==> src/vmss_consts.svh <==
// Constants for the virtual machine interrupt state save block
`ifndef VMSS_CONSTS_SVH
`define VMSS_CONSTS_SVH
`define VMSS_VM_ID_W 16
`define VMSS_INTID_W 12
`define VMSS_ENTRY_W 32
`define VMSS_ADDR_W 32
`define VMSS_MSG_COUNT 12'h040
`define VMSS_SHR_COUNT 12'h020
`define VMSS_ENTRY_BYTES 32'h00000004
`define VMSS_QUIESCE_RESET 1'b0
`define VMSS_IDLE_RESET 1'b1
`endif

==> src/vmss_pkg.sv <==
// Types for the virtual machine interrupt state save block
`include "vmss_consts.svh"
package vmss_pkg;
	typedef logic [`VMSS_VM_ID_W-1:0] vmss_vm_id_type;
	typedef logic [`VMSS_INTID_W-1:0] vmss_intid_type;
	typedef logic [`VMSS_ENTRY_W-1:0] vmss_entry_type;
	typedef logic [`VMSS_ADDR_W-1:0] vmss_addr_type;
	typedef enum logic [3:0]
	{
		VMSS_IDLE = 4'b0001,
		VMSS_MSG = 4'b0010,
		VMSS_SHR = 4'b0100,
		VMSS_DONE = 4'b1000
	} vmss_state_type;
endpackage

==> src/vmss_save_engine.sv <==
// Virtual machine interrupt state save engine
`timescale 1ns/1ns
`include "vmss_consts.svh"
module vmss_save_engine
	import vmss_pkg::*;
(
	input wire logic clk, // Clock, 20 MHz
	input wire logic reset, // Async reset, active high
	input wire logic req_write, // Write strobe of the save request register
	input wire vmss_pkg::vmss_vm_id_type save_target_machine_id, // Machine to save
	input wire logic save_trigger_bit, // Start a save
	input wire logic quiesce_check_bit, // Recheck quiesce status
	input wire logic any_resident, // A context of the target is resident
	input wire logic pending_change, // A pending state of the target changed
	input wire logic proc_count_change, // Valid processor count of the target changed
	input wire logic machine_valid, // Target machine is valid
	input wire logic msg_table_valid, // Message interrupt table valid for target
	input wire logic shr_table_valid, // Shared interrupt table valid for target
	input wire vmss_pkg::vmss_addr_type msg_table_base, // Message table base address
	input wire vmss_pkg::vmss_addr_type shr_table_base, // Shared table base address
	output vmss_pkg::vmss_vm_id_type state_vm_id, // Machine whose state is read
	output logic state_is_shared, // Read a shared interrupt state
	output vmss_pkg::vmss_intid_type state_intid, // Interrupt whose state is read
	input wire vmss_pkg::vmss_entry_type state_entry, // Live state and configuration, same cycle
	input wire logic live_change, // Live state of an interrupt of the target changed
	input wire logic live_change_shared, // That change was a shared interrupt
	input wire vmss_pkg::vmss_intid_type live_change_intid, // Interrupt that changed
	output logic mem_valid, // Table write request
	input wire logic mem_ready, // Table write accepted
	output vmss_pkg::vmss_addr_type mem_addr, // Table write address
	output vmss_pkg::vmss_entry_type mem_data, // Table write data
	output logic save_idle_flag, // Save complete
	output logic quiesced_flag // Machine stayed quiesced since trigger
);
	import vmss_pkg::*;

	vmss_state_type state_ff, nxt_state;
	vmss_vm_id_type vm_ff, nxt_vm;
	vmss_intid_type idx_ff, nxt_idx;
	logic shr_ff, nxt_shr;
	logic req_ff, nxt_req;
	vmss_addr_type addr_ff, nxt_addr;
	vmss_entry_type data_ff, nxt_data;
	logic idle_ff, nxt_idle;
	logic dirty_msg_ff, nxt_dirty_msg;
	logic mirror_ff, nxt_mirror;
	logic trigger;
	logic check;
	logic quiesced_now;

	function automatic vmss_addr_type entry_addr(input vmss_addr_type base, input vmss_intid_type idx);
		entry_addr = base + ({20'h00000, idx} * `VMSS_ENTRY_BYTES);
	endfunction

	function automatic logic last_index(input logic shared, input vmss_intid_type idx);
		last_index = shared ? (idx == `VMSS_SHR_COUNT - 12'h001) : (idx == `VMSS_MSG_COUNT - 12'h001);
	endfunction

	assign trigger = req_write && save_trigger_bit && idle_ff;
	assign check = req_write && quiesce_check_bit;

	vmss_quiesce_track u_track
	(
		.clk(clk),
		.reset(reset),
		.trigger(trigger),
		.check(check),
		.any_resident(any_resident),
		.pending_change(pending_change),
		.proc_count_change(proc_count_change),
		.machine_valid(machine_valid),
		.quiesced_now(quiesced_now),
		.quiesced_flag(quiesced_flag)
	);

	assign state_vm_id = vm_ff;
	assign state_is_shared = shr_ff;
	assign state_intid = idx_ff;

	always_comb
	begin
		nxt_state = state_ff;
		nxt_vm = vm_ff;
		nxt_idx = idx_ff;
		nxt_shr = shr_ff;
		nxt_req = req_ff;
		nxt_addr = addr_ff;
		nxt_data = data_ff;
		nxt_idle = idle_ff;
		nxt_dirty_msg = dirty_msg_ff;
		nxt_mirror = mirror_ff;
		case (state_ff)
			VMSS_IDLE:
			begin
				if (trigger)
				begin
					nxt_vm = save_target_machine_id;
					nxt_idle = 1'b0;
					nxt_idx = 12'h000;
					nxt_dirty_msg = 1'b0;
					nxt_mirror = quiesced_now;
					nxt_shr = !msg_table_valid;
					nxt_state = msg_table_valid ? VMSS_MSG : (shr_table_valid ? VMSS_SHR : VMSS_DONE);
				end
				else if (live_change && mirror_ff && quiesced_now && (live_change_shared ? shr_table_valid : msg_table_valid))
				begin
					// Mirror a quiesced-time change back into the table
					nxt_shr = live_change_shared;
					nxt_idx = live_change_intid;
					nxt_idle = 1'b0;
					nxt_state = live_change_shared ? VMSS_SHR : VMSS_MSG;
					nxt_dirty_msg = 1'b1;
				end
			end
			VMSS_MSG, VMSS_SHR:
			begin
				if (!req_ff)
				begin
					nxt_req = 1'b1;
					nxt_addr = entry_addr(shr_ff ? shr_table_base : msg_table_base, idx_ff);
					nxt_data = state_entry;
				end
				else if (mem_ready)
				begin
					nxt_req = 1'b0;
					nxt_idx = idx_ff + 12'h001;
					if (dirty_msg_ff || last_index(shr_ff, idx_ff))
					begin
						nxt_idx = 12'h000;
						if (!dirty_msg_ff && !shr_ff && shr_table_valid)
						begin
							nxt_shr = 1'b1;
							nxt_state = VMSS_SHR;
						end
						else
							nxt_state = VMSS_DONE;
					end
				end
			end
			VMSS_DONE:
			begin
				nxt_idle = 1'b1;
				nxt_dirty_msg = 1'b0;
				nxt_state = VMSS_IDLE;
			end
			default:
			begin
				nxt_state = VMSS_IDLE;
				nxt_idle = 1'b1;
				nxt_req = 1'b0;
			end
		endcase
		// Mirroring stops once the machine leaves quiescence, until the next trigger finds it quiesced
		if (!quiesced_now)
			nxt_mirror = 1'b0;
	end

	always_ff @(posedge clk or posedge reset)
	begin
		if (reset)
		begin
			state_ff <= VMSS_IDLE;
			vm_ff <= 16'h0000;
			idx_ff <= 12'h000;
			shr_ff <= 1'b0;
			req_ff <= 1'b0;
			addr_ff <= 32'h00000000;
			data_ff <= 32'h00000000;
			idle_ff <= `VMSS_IDLE_RESET;
			dirty_msg_ff <= 1'b0;
			mirror_ff <= 1'b0;
		end
		else
		begin
			state_ff <= nxt_state;
			vm_ff <= nxt_vm;
			idx_ff <= nxt_idx;
			shr_ff <= nxt_shr;
			req_ff <= nxt_req;
			addr_ff <= nxt_addr;
			data_ff <= nxt_data;
			idle_ff <= nxt_idle;
			dirty_msg_ff <= nxt_dirty_msg;
			mirror_ff <= nxt_mirror;
		end
	end

	assign mem_valid = req_ff;
	assign mem_addr = addr_ff;
	assign mem_data = data_ff;
	assign save_idle_flag = idle_ff;
endmodule // vmss_save_engine

==> src/vmss_quiesce_track.sv <==
// Tracks whether the selected machine stayed quiesced since the last save trigger
`timescale 1ns/1ns
`include "vmss_consts.svh"
module vmss_quiesce_track
	import vmss_pkg::*;
(
	input wire logic clk, // Clock
	input wire logic reset, // Async reset, active high
	input wire logic trigger, // Save trigger accepted
	input wire logic check, // Quiesce check requested
	input wire logic any_resident, // A context of the machine is resident
	input wire logic pending_change, // A pending state of the machine changed
	input wire logic proc_count_change, // Valid processor count changed
	input wire logic machine_valid, // Machine is valid
	output logic quiesced_now, // Machine quiesced this cycle
	output logic quiesced_flag // Reported quiesce status
);
	import vmss_pkg::*;
	logic held_ff;
	logic nxt_held;
	logic flag_ff;
	logic nxt_flag;

	always_comb
	begin
		quiesced_now = !any_resident && !pending_change && !proc_count_change && machine_valid;
		nxt_held = held_ff;
		nxt_flag = flag_ff;
		if (trigger)
			nxt_held = quiesced_now;
		else if (!quiesced_now)
			nxt_held = 1'b0;
		if (trigger || check)
			nxt_flag = trigger ? quiesced_now : (held_ff && quiesced_now);
	end

	always_ff @(posedge clk or posedge reset)
	begin
		if (reset)
		begin
			held_ff <= `VMSS_QUIESCE_RESET;
			flag_ff <= `VMSS_QUIESCE_RESET;
		end
		else
		begin
			held_ff <= nxt_held;
			flag_ff <= nxt_flag;
		end
	end

	assign quiesced_flag = flag_ff;
endmodule // vmss_quiesce_track

==> config.mk <==
export PLATFORM = sky130hd
export DESIGN_NAME = vmss_save_engine
export DESIGN_NICKNAME = d
export VERILOG_FILES = /design/src/vmss_pkg.sv /design/src/vmss_save_engine.sv /design/src/vmss_quiesce_track.sv
export VERILOG_INCLUDE_DIRS = /design/src
export SDC_FILE = /design/constraint.sdc
export NUM_CORES = 1
export LEC_CHECK = 0
export BUFFER_PORTS_ARGS = -buffer_cell sky130_fd_sc_hd__clkbuf_2
export CORE_MARGIN = 2
export CORE_UTILIZATION = 49
export DETAILED_ROUTE_END_ITERATION = 8
export GPL_TIMING_DRIVEN = 0
export PLACE_DENSITY_LB_ADDON = 0.1
export SYNTH_ARGS = -nofsm -noshare
export SYNTH_HDL_FRONTEND = slang
export SYNTH_SLANG_ARGS = --single-unit
==> constraint.sdc <==
create_clock -name clk -period 5.1 [get_ports clk]
set_clock_uncertainty 0.1 [all_clocks]
set_input_delay 0.255 -clock clk [delete_from_list [all_inputs] [get_ports clk]]
set_output_delay 0.255 -clock clk [all_outputs]
set_load 0.05 [all_outputs]
==> impl_metrics.csv <==
group,metric,value,unit
sta,tightest_slew,0.745,ns
worst_setup_path,worstReg2RegStart,"state_is_shared$_DFFE_PP0P_",
worst_setup_path,cp-start-kind,"flop",
drt,drtIter0Drc,320,
drt,drc,0,
final_layout,diodes,0,
global_routing,gr-total-overflow,0,
pwr,total_power,5.62,mW
drt,routedWlPerCell,15.9,µm
worst_setup_path,worst_r2r_path_depth,13,
final_layout,fin_nets,1037,
drt,ant_nets,0,
synth,synth_xor_area_share,3.74,%
sta,timing.setup.tns,0,ns
synth,synthTopCellsByArea,"dfrtp_1 45%, nand2_1 10%, mux2_2 6.6%",
clock_network,clk_latency,0.35,ns
pwr,p_leak,3.88,nW
worst_setup_path,cp.arrival,4.73,ns
worst_setup_path,worstSetupPathType,"reg -> reg",
synth,synthAdderAreaFrac,3.25,%
hold_path,min-delay-start,"state_entry[10]",
clock_network,cts.sinks,103,
synth,ys_seq_elements,103,
sta,relSlewSlack,50.3,%
floorplan,fp.coreArea,0.0113,mm²
sta,drv_slew,0,
global_routing,grt_pass1_vias,5592,
drt,firstDrtPassIters,5,
final_layout,synthToLayoutAreaGrowth,34.3,%
synth,synthSimpleGateAreaFrac,21.5,%
synth,syn_nets,765,
synth,synth_compound_area_share,13.3,%
sta,clock.fmax,218,MHz
hold_path,hold_path_depth,3,
worst_setup_path,r2r_slack,0.51,ns
clock_network,cts_tree,"done",
worst_setup_path,cp-end-kind,"flop",
hold_path,holdPathEnd,"mem_data[10]$_DFFE_PP0P_",
final_layout,layout-drive-gt1-share,34.3,%
synth,synth_top_cells_by_count,"151 x nand2_1, 101 x dfrtp_1, 49 x o21ai_0",
outcome,outcome,"finished, final reports clean",
synth,synth.area.mux_share,9.47,%
worst_setup_path,cp_max_fo,10,
sta,fin_crit_sh,90.0,%
global_routing,grt_pass1_wl,27.0,mm
pwr,power_density,746,mW/mm²
clock_network,clk_pin_slew,0.07,ns
synth,ys_types,55,
floorplan,die_h,111,µm
sta,finalHoldViolations,0,
drt,vias_per_cell,5.36,
flow_run,drv_cap,0,
clock_network,clockBufferDepth,2,
place,io_buffers,233,
clock_network,root_buffer,"clkbuf_16",
hold_path,hold_class,"in -> reg",
floorplan,initial_core_util,49.6,%
synth,synth_ff_type,"dfrtp_1",
sta,rsz0062_at_grt,"no",
synth,synth_top_family_by_area,"simple AND/OR/NAND/NOR gates",
synth,synth_top_area_share,45.0,%
synth,yosys.area.top_type,"dfrtp_1",
drt,vias,5532,
synth,post-synth-top-count-cell,"nand2_1",
drt,wirelength,16.5,mm
synth,synth_seq_area_share,45.9,%
synth,async_reset_ff_share,100,%
clock_network,numCtsBuffers,9,
sta,fin_crit,4.59,ns
synth,avgSynthCellArea,9.16,µm²
clock_network,h-tree-depth,3,
floorplan,die_w,111,µm
synth,synth_cells,613,
place,dp_hpwl,12.0,mm
worst_setup_path,r2r_end,"mem_addr[18]$_DFFE_PP0P_",
floorplan,top_level_ports,234,
global_routing,grt_max_degree,61,
floorplan,row_count,39,
floorplan,die_area,0.0123,mm²
sta,setup_viol,0,
worst_setup_path,cp.required,5.24,ns
place,gp_congestion,0.896,
synth,synth_enable_flop_cells,0,
global_routing,grt_use_total,27.2,%
global_routing,grt_antenna_before_repair,0,
pwr,ir_worst_vdd,484,µV
synth,synth_area,0.00562,mm²
synth,synth_warnings,0,
report_power, final:
part,switching (mW),internal (mW),leakage (nW)
clock network,0.321,0.335,0.131
logic,2.49,0.965,2.49
registers,0.300,1.21,1.27
total,3.11,2.51,3.88
worst max path at each step:
| stage | end | cells past startpoint | start | slack [ns] |
|---|---|---|---|---|
| final | mem_addr[18]$_DFFE_PP0P_ | 13 | state_is_shared$_DFFE_PP0P_ | 0.51 |
| after global routing | mem_addr[29]$_DFFE_PP0P_ | 14 | state_is_shared$_DFFE_PP0P_ | 0.16 |
| after CTS | mem_addr[18]$_DFFE_PP0P_ | 13 | state_is_shared$_DFFE_PP0P_ | 0.27 |
| after detailed placement | mem_addr[18]$_DFFE_PP0P_ | 13 | state_is_shared$_DFFE_PP0P_ | 0.31 |
| after global placement | mem_addr[18]$_DFFE_PP0P_ | 13 | state_is_shared$_DFFE_PP0P_ | 0.49 |
| after floorplan | mem_addr[18]$_DFFE_PP0P_ | 13 | state_is_shared$_DFFE_PP0P_ | 1.13 |
per-stage QoR:
| stage | util (%) | setup slack [ns] | area, µm² | std cells | hold slack [ns] |
|---|---|---|---|---|---|
| floorplan | - | 1.13 | 5620 | 613 | 0.260 |
| global placement | 61.5 | 0.486 | 6960 | 989 | 0.347 |
| detailed placement | 61.7 | 0.305 | 6990 | 990 | 0.339 |
| CTS | 66.6 | 0.273 | 7530 | 1033 | 0.000161 |
| global route | 66.6 | 0.164 | 7540 | 1033 | 0.0177 |
| finish | 66.6 | 0.509 | 7540 | 1033 | 0.00859 |
per-layer routing:
layer  wire [µm]  global-route usage [%]  vias to the layer above  part of all wire, %
li1            -                       -                     2683                    -
met1        6980                    34.5                     2587                   42
met2        8100                    47.2                      234                   49
met3        1000                    4.32                       28                  6.1
met4         380                    10.2                        0                  2.3
met5           0                       0                        -                    0
logic make-up after synthesis:
kind of cell	count (synthesis)
compound gates	126
simple gates	263
xor+xnor	24
fa+ha+maj	14
flops	103
mux	49
buf+inv	34
final cells by class:
class,instances,area [µm²]
multi-input combinational,476,2880
tap,143,179
fill,940,3780
inverter,5,21.3
sequential,103,2580
clock inverter,6,45.0
timing repair buffer,261,1460
buffer,29,143
clock buffer,10,229
cell usage in the layout, fill, tap and decap left out, drive strengths merged, types with 4 or more instances in the layout:
cell type    count
a211oi           4
a21o             6
a21oi           28
a31oi            4
a32oi            4
and3             7
buf             16
clkbuf         257
dfrtp          101
dlygate4sd3     27
ha              13
inv              7
mux2            33
mux2i           16
nand2          151
nand2b           4
nand3           18
nand4            5
nor2            32
nor2b            7
nor3            11
nor3b            9
o21ai           61
xnor2           17
xor2             7
what timing repair did:
| action | 4_1_cts | 5_1_grt |
|---|---|---|
| setup buffers | 0 | 0 |
| endpoints found under the setup margin | 0 | 2 |
| hold endpoints to repair | 85 | 0 |
| hold buffers | 27 | 0 |
| resized for setup | 0 | 1 |
sequential cells by signal (all words and copies together), names as in the netlist:
register / count
mem_addr: 32
mem_data: 32
state_vm_id: 16
state_intid: 12
state_ff: 4
dirty_msg_ff: 1
mem_valid: 1
mirror_ff: 1
save_idle_flag: 1
state_is_shared: 1
u_track.held_ff: 1
u_track.quiesced_flag: 1
worst max-delay path: stages (launching register included):
cell and delay (ns):
dfrtp_1 0.61, buf_2 0.34, buf_2 0.32, buf_2 0.32, buf_2 0.37, mux2_2 0.40, ha_1 0.27, clkbuf_1 0.30
nand4_1 0.21, a211oi_2 0.33, o21ai_1 0.22, nor3_1 0.31, xnor2_1 0.10, mux2_2 0.26
No activity file was read; power rests on OpenSTA's default activity.
